### config.mk
export PLATFORM = sky130hd
export DESIGN_NAME = art_timer
export DESIGN_NICKNAME = d
export VERILOG_FILES = /design/src/hw/art_pkg.sv /design/src/hw/art_timer.sv
export VERILOG_INCLUDE_DIRS = /design/src /design/src/hw
export SDC_FILE = /design/constraint.sdc
export NUM_CORES = 1
export LEC_CHECK = 0
export BUFFER_PORTS_ARGS = -buffer_cell sky130_fd_sc_hd__buf_2
export CORE_ASPECT_RATIO = 0.9
export CORE_UTILIZATION = 45
export DETAILED_ROUTE_END_ITERATION = 10
export PLACE_DENSITY_LB_ADDON = 0.08
export SLEW_MARGIN = 20
export SYNTH_ARGS = -nofsm -noshare
export SYNTH_HDL_FRONTEND = slang
export SYNTH_SLANG_ARGS = --single-unit
### constraint.sdc
create_clock -name ref_clk -period 7.3 [get_ports ref_clk]
set_clock_uncertainty 0.1 [all_clocks]
set_input_delay 2.19 -clock ref_clk [delete_from_list [all_inputs] [get_ports ref_clk]]
set_output_delay 2.19 -clock ref_clk [all_outputs]
set_load 0.005 [all_outputs]
### src/hw/art_cfg.svh
// Holds the register offsets, reset values, limits and clock division counts of the timer.
// Assumes it is included by bare name from the package and the design.
`ifndef ART_CFG_SVH
`define ART_CFG_SVH

// ****************************************
// Register offsets
// ****************************************
`define ART_OFS_CONTROL 8'hC8
`define ART_OFS_RELOAD_LOW 8'hCA
`define ART_OFS_RELOAD_HIGH 8'hCB
`define ART_OFS_COUNT_LOW 8'hCC
`define ART_OFS_COUNT_HIGH 8'hCD

// ****************************************
// Reset values and limits
// ****************************************
`define ART_CONTROL_RESET 8'h00
`define ART_BYTE_MAX 8'hFF
`define ART_BYTE_ZERO 8'h00

// ****************************************
// Clock division
// ****************************************
`define ART_SYS_DIV 12
`define ART_DIV12_LAST 4'hB
`define ART_OSC_DIV 8
`define ART_DIV8_LAST 3'h7

`endif

### src/hw/art_pkg.sv
// Holds the types shared by the timer design.
// Assumes the configuration header is on the include path.
`include "art_cfg.svh"

package art_pkg;

	// ****************************************
	// Control register layout, bit 7 first
	// ****************************************
	typedef struct packed {
		logic high_overflow_flag;
		logic low_overflow_flag;
		logic low_byte_irq_enable;
		logic capture_enable;
		logic split_mode_select;
		logic run_control;
		logic capture_source_select;
		logic external_clock_select;
	} art_ctrl_type;

	// ****************************************
	// Register port request
	// ****************************************
	typedef struct packed {
		logic [7:0] addr;
		logic [7:0] wdata;
		logic wr;
		logic rd;
	} art_sfr_req_type;

endpackage : art_pkg

### src/hw/art_timer.sv
// Holds the 16-bit / split 8-bit auto-reload timer with capture.
// Assumes a single 100 MHz ref_clk, clock-select bits and the timer
// interrupt enable supplied from outside, oscillators arriving as pins.
`timescale 1ns/1ns
`default_nettype none
`include "art_cfg.svh"

module art_timer (
	// Clock and reset
	input wire logic ref_clk,
	input wire logic reset,
	// Register port
	input wire art_pkg::art_sfr_req_type sfr_req,
	output logic [7:0] sfr_rdata_q,
	// Clock selects and interrupt enable from outside
	input wire logic high_half_clock_select,
	input wire logic low_half_clock_select,
	input wire logic timer_irq_enable,
	// Oscillator pins: bit 0 external, bit 1 real-time clock
	input wire logic [1:0] osc_pin,
	// Interrupt request
	output logic irq_q
);
	import art_pkg::*;

	art_ctrl_type ctrl_q;
	logic [7:0] count_low_byte_q;
	logic [7:0] count_high_byte_q;
	logic [7:0] reload_low_byte_q;
	logic [7:0] reload_high_byte_q;
	logic [3:0] div12_q;
	wire [1:0] tick8;

	// ****************************************
	// Oscillator synchronisers and divide by 8
	// ****************************************
	genvar g;
	generate
		for (g = 0; g < 2; g++) begin : g_osc
			logic s1_q;
			logic s2_q;
			logic s3_q;
			logic lvl_q;
			logic tick_q;
			logic [2:0] cnt_q;
			wire agree = (s2_q == s3_q);
			wire rise = agree && s3_q && !lvl_q;
			always_ff @(posedge ref_clk or posedge reset) begin
				if (reset) begin
					s1_q <= 1'b0;
					s2_q <= 1'b0;
					s3_q <= 1'b0;
					lvl_q <= 1'b0;
					cnt_q <= 3'h0;
					tick_q <= 1'b0;
				end else begin
					s1_q <= osc_pin[g];
					s2_q <= s1_q;
					s3_q <= s2_q;
					if (agree)
						lvl_q <= s3_q;
					if (rise)
						cnt_q <= cnt_q + 3'h1;
					tick_q <= rise && (cnt_q == `ART_DIV8_LAST);
				end
			end
			assign tick8[g] = tick_q;
		end
	endgenerate

	// ****************************************
	// System clock divide by 12
	// ****************************************
	wire tick12 = (div12_q == `ART_DIV12_LAST);

	always_ff @(posedge ref_clk or posedge reset) begin
		if (reset)
			div12_q <= 4'h0;
		else
			div12_q <= tick12 ? 4'h0 : div12_q + 4'h1;
	end

	// ****************************************
	// Clock selection and counting conditions
	// ****************************************
	wire ext8 = tick8[0];
	wire rtc8 = tick8[1];
	wire split = ctrl_q.split_mode_select;
	wire cen = ctrl_q.capture_enable;
	wire run = ctrl_q.run_control;
	wire xclk = ctrl_q.external_clock_select;
	wire rclk = ctrl_q.capture_source_select;
	wire rtc_count = cen && rclk;
	wire slow_lo = xclk ? (rtc_count ? rtc8 : ext8) : tick12;
	wire slow_hi = xclk ? ext8 : tick12;
	wire tick_lo = low_half_clock_select ? 1'b1 : slow_lo;
	wire tick_hi = high_half_clock_select ? 1'b1 : slow_hi;
	wire cap_evt = cen && (rclk ? ext8 : rtc8);
	wire inc16 = !split && run && tick_lo;
	wire lo_inc = split ? tick_lo : inc16;
	wire lo_max = (count_low_byte_q == `ART_BYTE_MAX);
	wire hi_max = (count_high_byte_q == `ART_BYTE_MAX);
	wire lo_wrap = lo_inc && lo_max;
	wire hi_inc = split ? (run && tick_hi) : (inc16 && lo_max);
	wire hi_wrap = hi_inc && hi_max;
	wire reload_on = split || !cen;
	wire lo_reload = split || (hi_wrap && !cen);

	// ****************************************
	// Register port decode
	// ****************************************
	wire wr_ctrl = sfr_req.wr && (sfr_req.addr == `ART_OFS_CONTROL);
	wire wr_rl_lo = sfr_req.wr && (sfr_req.addr == `ART_OFS_RELOAD_LOW);
	wire wr_rl_hi = sfr_req.wr && (sfr_req.addr == `ART_OFS_RELOAD_HIGH);
	wire wr_cnt_lo = sfr_req.wr && (sfr_req.addr == `ART_OFS_COUNT_LOW);
	wire wr_cnt_hi = sfr_req.wr && (sfr_req.addr == `ART_OFS_COUNT_HIGH);

	// ****************************************
	// Next counter and reload values
	// ****************************************
	wire [7:0] lo_wrap_val = lo_reload ? reload_low_byte_q : `ART_BYTE_ZERO;
	wire [7:0] hi_wrap_val = reload_on ? reload_high_byte_q : `ART_BYTE_ZERO;
	wire [7:0] count_low_byte_d = wr_cnt_lo ? sfr_req.wdata :
		lo_wrap ? lo_wrap_val :
		lo_inc ? count_low_byte_q + 8'h01 : count_low_byte_q;
	wire [7:0] count_high_byte_d = wr_cnt_hi ? sfr_req.wdata :
		hi_wrap ? hi_wrap_val :
		hi_inc ? count_high_byte_q + 8'h01 : count_high_byte_q;
	wire [7:0] reload_low_byte_d = cap_evt ? count_low_byte_q :
		wr_rl_lo ? sfr_req.wdata : reload_low_byte_q;
	wire [7:0] reload_high_byte_d = cap_evt ? count_high_byte_q :
		wr_rl_hi ? sfr_req.wdata : reload_high_byte_q;

	// ****************************************
	// Control register and flags
	// ****************************************
	wire set_hi = cap_evt || (hi_wrap && reload_on);
	wire set_lo = lo_wrap;
	art_ctrl_type ctrl_w;
	art_ctrl_type ctrl_d;
	assign ctrl_w = wr_ctrl ? art_ctrl_type'(sfr_req.wdata) : ctrl_q;

	always_comb begin
		ctrl_d = ctrl_w;
		ctrl_d.high_overflow_flag = ctrl_w.high_overflow_flag | set_hi;
		ctrl_d.low_overflow_flag = ctrl_w.low_overflow_flag | set_lo;
	end

	wire irq_d = timer_irq_enable && (ctrl_q.high_overflow_flag ||
		(ctrl_q.low_byte_irq_enable && ctrl_q.low_overflow_flag));

	// ****************************************
	// Read data selection
	// ****************************************
	logic [7:0] rd_mux;

	always_comb begin
		case (sfr_req.addr)
			`ART_OFS_CONTROL: rd_mux = ctrl_q;
			`ART_OFS_RELOAD_LOW: rd_mux = reload_low_byte_q;
			`ART_OFS_RELOAD_HIGH: rd_mux = reload_high_byte_q;
			`ART_OFS_COUNT_LOW: rd_mux = count_low_byte_q;
			`ART_OFS_COUNT_HIGH: rd_mux = count_high_byte_q;
			default: rd_mux = 8'h00;
		endcase
	end

	// ****************************************
	// Registers
	// ****************************************
	always_ff @(posedge ref_clk or posedge reset) begin
		if (reset) begin
			ctrl_q <= `ART_CONTROL_RESET;
			count_low_byte_q <= 8'h00;
			count_high_byte_q <= 8'h00;
			reload_low_byte_q <= 8'h00;
			reload_high_byte_q <= 8'h00;
			irq_q <= 1'b0;
			sfr_rdata_q <= 8'h00;
		end else begin
			ctrl_q <= ctrl_d;
			count_low_byte_q <= count_low_byte_d;
			count_high_byte_q <= count_high_byte_d;
			reload_low_byte_q <= reload_low_byte_d;
			reload_high_byte_q <= reload_high_byte_d;
			irq_q <= irq_d;
			if (sfr_req.rd)
				sfr_rdata_q <= rd_mux;
		end
	end
endmodule : art_timer
`default_nettype wire

# Word-level counts from Yosys, hierarchy flattened
# Cells that the tools add are included.
word_totals:
  ff_bits: 69
  input_bits: 25
  word_cells: 104
classes:
  n_addsub: 5
  eq_ne: 12
  muxes: 23
  bitwise: 2
  n_reduce_logical: 35
ops:
  columns: ["operator", "n"]
  rows:
  - ["8-bit 2-to-1 mux", 13]
  - ["8-bit equality test (second input constant)", 7]
  - ["8-bit case mux with 5 select lines", 1]
  - ["1-bit logical AND", 23]
  - ["8-bit by 1-bit adder with 8-bit output (second input constant)", 2]
  - ["1-bit 2-to-1 mux", 8]
  - ["3-bit by 1-bit adder with 3-bit output (second input constant)", 2]
  - ["3-bit equality test (second input constant)", 2]
  - ["3-bit nonzero test", 2]
  - ["4-bit by 1-bit adder with 4-bit output (second input constant)", 1]
  - ["4-bit equality test (second input constant)", 1]
  - ["1-bit logical NOT", 4]
  - ["1-bit logical OR", 4]
  - ["4-bit 2-to-1 mux", 1]
  - ["2-bit nonzero test", 2]
  - ["1-bit equality test", 2]
  - ["1-bit bitwise OR", 2]

# Depth between registers and ports, before layout
# Gate-level depths: netlist of run 1.
depth:
  word_depth: 13
  ltp_mapped: 7
  mapped_depth_nobuf: 6

# Worst setup path before layout of run 1
# Ideal clock, no wire load.
synth_path:
  kind: "in2reg"
  start: "input sfr_req[14] in the netlist's numbering"
  end: "register ctrl_q (netlist bit cen)"
  setup_time_ns: 0.125
  arrival_time_ns: 3.502
  required_ns: 7.075
  setup_slack_ns: 3.573
  cell_stages: 4
  cell_sequence: "nand4bb_1 > nor4b_4 > nand2_1 > mux2_2"
synth_between:
  elab_chain_len: 2
synth_rtl:
  columns: ["item", "line_no", "source"]
  rows:
  - ["start: declaration", "art_timer.sv:13", "input wire art_pkg::art_sfr_req_type sfr_req,"]
  - ["8-bit equality test", null, null]
  - ["1-bit logical AND", "art_timer.sv:112", "wire wr_ctrl = sfr_req.wr && (sfr_req.addr == `ART_OFS_CONTROL);"]
  - ["end signal: assignment", "art_timer.sv:173", "ctrl_q <= `ART_CONTROL_RESET;"]
  - ["end signal: assignment", "art_timer.sv:181", "ctrl_q <= ctrl_d;"]
  - ["end: declaration", "art_timer.sv:26", "art_ctrl_type ctrl_q;"]
# No other way between the ends.
# A chain may end at the register's enable or synchronous reset.

# Worst setup path after layout of run 1
# Ends and elaborated chain as after synthesis.

==> results by group, run 1 <==
Status
  • Status: finished clean

Floorplanning
  • Die area: ~9000 um^2
  • Starting density of the core: 0.462
  • # rows: 32
  • Core Region: 8530 um^2
  • IO Pins: 34
  • Die H: 90.8 um
  • Die Width: 101 um

Placement
  • Inst Count DP: 530
  • Gp weighted congestion: 0.908
  • Final HPWL DP: 7740 um
  • Port bufs: 33

Worst setup path
  • CP Capture Type: flop
  • Crit path cell chain: buf_2 > nand4bb_1 > nor4b_4 > nand2_1 > mux2_2
  • FF-to-FF path depth: 6
  • Worst Path Max Fanout: 10
  • CP max stage cell: nor4b_4
  • Crit path required time: 7.44 ns
  • Crit Path Class: input port to flop
  • FF-to-FF Start: div12_q[0]
  • Delay of the slowest critical-path stage: 0.59 ns
  • CP Launch Type: input port
  • FF-to-FF End: count_low_byte_q[7]
  • Reg2reg setup slack: 4.80 ns
  • Arrival time at the worst endpoint: 3.91 ns

Timing
  • F_max: 0.265 GHz
  • Worst-Margin Slew: 0.910 ns
  • Relative slew slack: 0.393
  • Setup_tns: 0 ns
  • Post-route minimum period: 3.77 ns
  • Final worst path period share: 0.517
  • RSZ-0062 raised after global routing: no
  • Final setup fails: 0
  • Fin. max-slew vios: 0
  • Final Hold Vio Count: 0

Clocking
  • CTS resizes: 0
  • Hold_buf cts: 0
  • CTS Buffer Depth: 2
  • H-tree levels: 3
  • Num CTS Buffers: 9
  • CTS tree: built
  • Sink Count: 69
  • Setup Buffers After CTS: 0
  • Worst-Skew Late Latency: roughly 0.36 ns
  • CTS root buffer: clkbuf_8
  • Clk slew on worst S/H paths: 0.08 ns

Power
  • Leakage: 1.88 nW
  • Maximum VDD drop: 0.114 mV
  • Pwr dens: 243 nW/um^2

Global routing
  • Vias in the first global route: 3130
  • Global route overflow: 0
  • Largest net degree at the start of global routing: 70
  • Total Routing Usage GR: 0.251
  • Global-route wire length before repair: approximately 17000 um
  • Initial antenna violation count: 0

Detailed routing
  • Pre-Repair DR Iteration Count: 4
  • DRT iter0 DRCs: approximately 210
  • DRC: 0
  • ANT nets after route: 0
  • WL/cell: 19.7 um
  • Via/cell ratio: 6.00
  • Routed WL: 10700 um
  • Routed vias: approximately 3300

Final layout
  • Synthesis-to-layout area growth: 10.7%
  • Share of cells above drive strength 1: 0.208
  • Nets: 456
  • Commonest cells after routing, fill and taps aside: dfrtp_1, nand2_1, buf_2, o21ai_0, mux2i_1
  • Most common cell after layout, fill and taps aside: dfrtp_1
  • Finished Layout Cells: 546
  • Antenna cells: 0

Worst hold path
  • Min-delay src: g_osc[0].s1_q
  • WHS Path Cells: 0
  • Min-delay worst type: flop to flop
  • Hold Path Sink: g_osc[0].s2_q

Synth
  • FF+latch count, synth: a little under 70
  • Share of flip-flops with an asynchronous set or reset: 1.00
  • Syn Inst Count: 397
  • Syn_nets: between 400 and 500
  • Post-Syn Area: 3940 um^2
  • Netlist cell types: 70
  • Number of synthesized flops with an enable pin: 0
  • Sequential share of the synthesized area: 0.438
  • Synth warnings: 0
  • Avg Cell Area, Syn: ~9.9 um^2
  • Ys flop type: dfrtp_1

Job
  • Maxcap violations: 0
[power breakdown]
part	internal, W	switching, W
clock network	0.000168	0.000155
registers	0.000443	0.0000930
logic	0.0000995	0.000101
[synthesized netlist by cell type (2+ instances only)]
master / n / share of area
and2_1: 4 / 0.0063
clkbuf_2: 2 / 0.0025
mux2i_1: 19 / 0.048
nor3_1: 4 / 0.0051
o31ai_1: 4 / 0.0076
a22oi_1: 8 / 0.015
dfrtp_1: 69 / 0.44
inv_1: 9 / 0.0086
nand3b_1: 2 / 0.0038
nand4_1: 9 / 0.014
xor2_1: 6 / 0.013
buf_2: 2 / 0.0025
and4_1: 4 / 0.0089
a21boi_0: 3 / 0.0057
nor2b_1: 3 / 0.0048
buf_4: 3 / 0.0057
a21oi_1: 18 / 0.023
ha_1: 9 / 0.029
nor2_1: 18 / 0.017
and3_1: 6 / 0.0095
a31oi_1: 7 / 0.011
a41oi_1: 3 / 0.0067
clkbuf_1: 10 / 0.0095
nand2_1: 59 / 0.056
o21ai_0: 25 / 0.032
o22ai_1: 6 / 0.0095
nand3_1: 15 / 0.019
or2_2: 3 / 0.0048
o2111a_1: 3 / 0.0086
mux2_2: 12 / 0.034
o21ai_1: 4 / 0.0051
nand2b_1: 2 / 0.0032
nor3b_1: 2 / 0.0038
o22a_1: 4 / 0.0089
xnor2_1: 5 / 0.011
[sequential cells by signal (all words and copies together), names as in the netlist, 3 cells and up]
| register | cells |
|---|---|
| reload_high_byte_q | 8 |
| count_high_byte_q | 8 |
| reload_low_byte_q | 8 |
| div12_q | 4 |
| count_low_byte_q | 8 |
| ctrl_q | 3 |
| sfr_rdata_q | 8 |
| g_osc.cnt_q | 6 |
[metal layers]
layer  GRT usage  routed length (um)
met1       0.372                5290
met2       0.367                4830
met3      0.0534                 479
met4      0.0676                 139
met5           0                   0
[metrics by stage]
stage                     hold slack [ns]  area (um^2)   util  power [W]  worst slack [ns]
after detailed placement            0.238         4160  0.487   0.000742              3.20
after CTS                           0.257         4360  0.511    0.00107              3.57
after floorplan                     0.231         3940      -   0.000669              3.27
after global routing                0.271         4360  0.512    0.00112              3.43
final                               0.252         4360  0.512    0.00106              3.53
after global placement              0.233         4160  0.487   0.000735              3.21
[worst max path at each step]
stage | slack [ns] | depth (start not counted) | startpoint | endpoint
2_1_floorplan | 3.27 | 1 | reset | cen
3_3_place_gp | 3.21 | 5 | sfr_req[14] | cen
3_5_place_dp | 3.20 | 5 | sfr_req[14] | cen
4_1_cts | 3.57 | 5 | sfr_req[14] | cen
5_1_grt | 3.43 | 6 | sfr_req[14] | reload_high_byte_q[3]
6_report | 3.53 | 5 | sfr_req[14] | cen
[final cells by class]
class	instances	area [um^2]
Timing Repair Buffer	34	173
Clock inverter	5	60.1
Sequential cell	69	1730
Tap cell	119	149
Inverter	9	33.8
Fill cell	815	4170
Clock buffer	11	141
Multi-Input combinational cell	299	2080
[cells by family (layout without fill, tap and decap cells)]
group / Yosys count / count (layout) / share of synthesized area
AO/OA/AOI/OAI: 100 / 100 / 0.182
XOR/XNOR: 11 / 11 / 0.0244
adder cells (fa/ha/maj): 9 / 9 / 0.0286
buffers and inverters: 29 / 59 / 0.0362
flip-flops: 69 / 69 / 0.438
multiplexers: 32 / 32 / 0.0863
AND/OR/NAND/NOR: 147 / 147 / 0.204
[worst max-delay path: cells and delay by family]
family / cells / cell delay, ns
buffers and inverters: 1 / 0.10
AND/OR/NAND/NOR: 3 / 1.26
multiplexers: 1 / 0.36
No activity file was read; power rests on OpenSTA's default activity.
==> run 2: changes to the inputs <==
clock period = 3.7 ns   (was 7.3 ns; I/O delays follow)
==> results by group, run 2 (synthesis results as in run 1) <==
Global routing
  • Total Routing Usage GR: 0.251
  • Vias in the first global route: 3067
  • Initial antenna violation count: 0
  • Global-route wire length before repair: approximately 17000 um
  • Largest net degree at the start of global routing: 70
  • Global route overflow: 0

Power
  • Total net switching power: 0.000672 W
  • Maximum VDD drop: 0.235 mV
  • Pwr dens: 470 nW/um^2
  • Sequential share of power: 0.516
  • Int Power: 0.00138 W
  • Combinational fraction of design power: 0.189
  • Clock share of power: 0.295
  • Sw Share: 0.328
  • Leakage: approximately 1.9 nW

Final layout
  • Commonest cells after routing, fill and taps aside: dfrtp_1, nand2_1, buf_2, o21ai_0, mux2i_1
  • Antenna cells: 0
  • Nets: 458
  • Share of cells above drive strength 1: 0.210
  • Most common cell after layout, fill and taps aside: dfrtp_1
  • Synthesis-to-layout area growth: 10.5%
  • Post-layout util: 0.511

Floorplanning
  • Starting density of the core: 0.462
  • Core Region: 8530 um^2
  • Die Width: 101 um
  • Die area: 9140 um^2
  • # rows: 32
  • IO Pins: 34
  • Die H: 90.8 um

Detailed routing
  • Routed vias: between 3000 and 4000
  • Routed WL: around 11000 um
  • ANT nets after route: 0
  • WL/cell: between 15 and 20 um
  • Pre-Repair DR Iteration Count: 5
  • DRT iter0 DRCs: 191
  • DRC: 0
  • Via/cell ratio: 5.90

Timing
  • F_max: ~0.37 GHz
  • Post-route minimum period: about 2.7 ns
  • Worst-Margin Slew: 0.908 ns
  • RSZ-0062 raised after global routing: no
  • Fin. max-slew vios: 0
  • Final setup fails: 0
  • WHS: 0.250 ns
  • Fin worst setup slack: slightly above 1 ns
  • Final Hold Vio Count: 0
  • Relative slew slack: 0.395
  • Final worst path period share: 0.723
  • Setup_tns: 0 ns

Worst setup path
  • Crit path cell chain: buf_2 > nand4bb_1 > nor4b_4 > nand2_1 > mux2_2
  • Crit path required time: about 3.8 ns
  • CP Capture Type: flop
  • FF-to-FF path depth: 6
  • Crit Path Class: input port to flop
  • Arrival time at the worst endpoint: 2.80 ns
  • CP Launch Type: input port
  • Worst Path Max Fanout: 10
  • Delay of the slowest critical-path stage: 0.56 ns
  • CP max stage cell: nor4b_4

Clocking
  • CTS tree: built
  • CTS Buffer Depth: 2
  • Setup Buffers After CTS: 0
  • CTS root buffer: clkbuf_8
  • Sink Count: slightly below 70
  • Clk slew on worst S/H paths: 0.07 ns
  • H-tree levels: 3
  • CTS resizes: 0
  • Num CTS Buffers: 9
  • Worst-Skew Late Latency: 0.35 ns
  • Hold_buf cts: 0

Status
  • Status: finished clean

Placement
  • Gp weighted congestion: 0.858
  • Pre-CTS setup slack: 0.692 ns
  • Port bufs: 33
  • Final HPWL DP: 7550 um

Job
  • Maxcap violations: 0

Worst hold path
  • Min-delay worst type: flop to flop
  • WHS Path Cells: 0
==> run 2: cell count changes in the layout (fill, tap and decap cells not counted) <==
| cell | before | now |
|---|---|---|
| buf_4 | 1 | 3 |
| clkinv_2 | 1 | 3 |
| clkinv_4 | 2 | 0 |
| clkbuf_8 | 10 | 9 |
==> run 2: worst max-delay path, delay by kind of cell <==
kind | cells | cell delay, ns
buf+inv | 1 | 0.10
mux | 1 | 0.36
simple gates | 3 | 1.23
==> run 2: final timing paths <==
kind | from | end | slack [ns]
worst max register to register | count_high_byte_q[1] | count_low_byte_q[2] | 1.24
worst min register to register | g_osc[0].s1_q | g_osc[0].s2_q | 0.25
min in group asynchronous | reset | g_osc[0].s1_q | 0.92
worst min-delay path | g_osc[0].s1_q | g_osc[0].s2_q | 0.25
worst max-delay path | sfr_req[14] | rclk | 1.03
max in group asynchronous | reset | sfr_rdata_q[0] | 1.99
==> run 2: power groups by stage <==
stage / combinational, W / clock, W / sequential (W)
floorplan: 0.000339 / 0 / 0.000981
global placement: 0.000375 / 0 / 0.00106
detailed placement: 0.000388 / 0 / 0.00106
CTS: 0.000390 / 0.000620 / 0.00105
global route: 0.000443 / 0.000653 / 0.00108
finish: 0.000387 / 0.000605 / 0.00106
==> run 2: per-layer routing <==
layer,share of wire,global-route usage
met1,0.48,0.377
met4,0.013,0.0725
met2,0.44,0.358
met5,0,0
met3,0.064,0.0573
==> run 2: area by class of cell <==
cell class	count	area [um^2]
clock buffers	10	128
well taps	119	149
inverters	9	33.8
flip-flops and latches	69	1730
repair buffers	36	188
clock inverters	5	52.6
fillers	814	4170
multi-input cells	299	2080
==> run 2: metrics by stage <==
step           cell area [um^2]  instances  total power [W]
2_1_floorplan              3940        397          0.00132
3_3_place_gp               4170        532          0.00144
3_5_place_dp               4180        532          0.00145
4_1_cts                    4360        547          0.00206
5_1_grt                    4360        547          0.00217
6_report                   4360        547          0.00205
==> run 3: changes to the inputs <==
clock period = 2.4 ns   (was 3.7 ns; I/O delays follow)
==> results by group, run 3 (synthesis results as in run 1) <==
Detailed routing
  • DRT iter0 DRCs: 224
  • Routed WL: approximately 11000 um
  • WL/cell: about 19 um
  • Pre-Repair DR Iteration Count: 8
  • DRC: 0
  • ANT nets after route: 0
  • Via/cell ratio: 5.73
  • Routed vias: 3298

Timing
  • Final setup fails: 0
  • Setup_tns: 0 ns
  • Fin. max-slew vios: 0
  • Final worst path period share: 0.908
  • F_max: 0.459 GHz
  • Relative slew slack: 0.635
  • Final Hold Vio Count: 0
  • Fin worst setup slack: about 0.22 ns
  • Post-route minimum period: approximately 2.2 ns
  • Worst-Margin Slew: 0.547 ns
  • RSZ-0062 raised after global routing: no

Floorplanning
  • Die area: 9140 um^2
  • Die Width: 101 um
  • Core Region: between 8000 and 9000 um^2
  • # rows: 32
  • Die H: 90.8 um
  • IO Pins: 34
  • Starting density of the core: 0.462

Worst setup path
  • CP max stage cell: o311ai_2
  • Delay-heaviest family, CP: compound AO/OA/AOI/OAI gates
  • Crit Path Class: flop to flop
  • CP Launch Type: flop
  • Delay of the slowest critical-path stage: 0.51 ns
  • CP Capture Type: flop
  • Worst Path Max Fanout: 9
  • Crit path cell chain: ha_1 > and4bb_4 > o311ai_2 > o21ai_4 > a41oi_1 > a21oi_1
  • Arrival time at the worst endpoint: 2.31 ns
  • Crit path required time: 2.53 ns
  • Buf/Inv on CP: 0

Clocking
  • Hold_buf cts: 0
  • CTS resizes: 0
  • Worst-Skew Late Latency: about 0.35 ns
  • Num CTS Buffers: 9
  • CTS root buffer: clkbuf_8
  • H-tree levels: 3
  • Setup Buffers After CTS: 0
  • CTS Buffer Depth: 2
  • Clk slew on worst S/H paths: around 0.070 ns
  • CTS tree: built
  • Sink Count: 69

Worst hold path
  • Min-delay worst type: flop to flop

Final layout
  • Post-layout util: 0.540
  • Commonest cells after routing, fill and taps aside: dfrtp_1, nand2_1, buf_2, buf_4, o21ai_0
  • Nets: 487
  • Synthesis-to-layout area growth: 16.9%
  • Share of cells above drive strength 1: 0.260
  • Most common cell after layout, fill and taps aside: dfrtp_1
  • Filler cells: 780
  • Antenna cells: 0

Placement
  • Pre-CTS setup slack: 0.0975 ns
  • Gp weighted congestion: 0.883
  • Port bufs: 33
  • Final HPWL DP: 8220 um

Global routing
  • Largest net degree at the start of global routing: between 40 and 50
  • Total Routing Usage GR: 0.260
  • Initial antenna violation count: 0
  • Global-route wire length before repair: 17800 um
  • Vias in the first global route: 3281
  • Global route overflow: 0

Job
  • Maxcap violations: 0

Power
  • Maximum VDD drop: 0.367 mV
  • Leakage: 2.03 nW
  • Pwr dens: 748 nW/um^2

Status
  • Status: finished clean
==> run 3: changes by cell type in the layout (fill, tap and decap cells not counted) <==
cell | previous run | this run
clkinv_2 | 3 | 1
clkbuf_8 | 9 | 10
bufinv_16 | 1 | 2
nor2_2 | 0 | 1
inv_2 | 1 | 0
nor2_4 | 1 | 0
buf_4 | 3 | 32
clkinvlp_4 | 1 | 2
==> run 3: report_power, final <==
group	internal [W]	total, W	switching [W]
Combinational	0.000410	0.000896	0.000486
Clock	0.000607	0.00106	0.000453
Sequential	0.00135	0.00149	0.000138
==> run 3: final cells by class <==
class	instances	area, um^2	area share
Clock buffer	11	141	0.0307
Timing Repair Buffer	65	405	0.0880
Tap cell	119	149	0.0323
Inverter	9	37.5	0.00815
Sequential cell	69	1730	0.375
Multi-Input combinational cell	299	2070	0.450
Clock inverter	4	72.6	0.0158
==> run 3: metal layers <==
layer	global-route usage	wire, um	part of all wire	vias up
met5	0	0	0	-
met4	0.0918	233	0.021	0
met3	0.0488	537	0.049	22
met2	0.386	4810	0.44	94
met1	0.376	5430	0.49	1615
li1	-	-	-	1567
==> run 3: through the flow <==
stage	power [W]	hold WS, ns	instance area, um^2	instances
final	0.00344	0.249	4610	576
after global routing	0.00364	0.271	4610	576
after CTS	0.00346	0.254	4610	576
after detailed placement	0.00239	0.237	4390	561
after global placement	0.00236	0.234	4390	561
after floorplan	0.00204	0.231	3950	397
==> run 3: final timing paths <==
kind / start / to / slack (ns) / cells after the start
setup / recovery: div12_q[0] / count_high_byte_q[7] / 0.22 / 6
hold / removal: g_osc[0].s1_q / g_osc[0].s2_q / 0.25 / 0
setup reg to reg: div12_q[0] / count_high_byte_q[7] / 0.22 / 6
hold reg to reg: g_osc[0].s1_q / g_osc[0].s2_q / 0.25 / 0
max in group asynchronous: reset / count_low_byte_q[3] / 1.41 / 3
min in group asynchronous: reset / g_osc[1].s2_q / 0.35 / 3
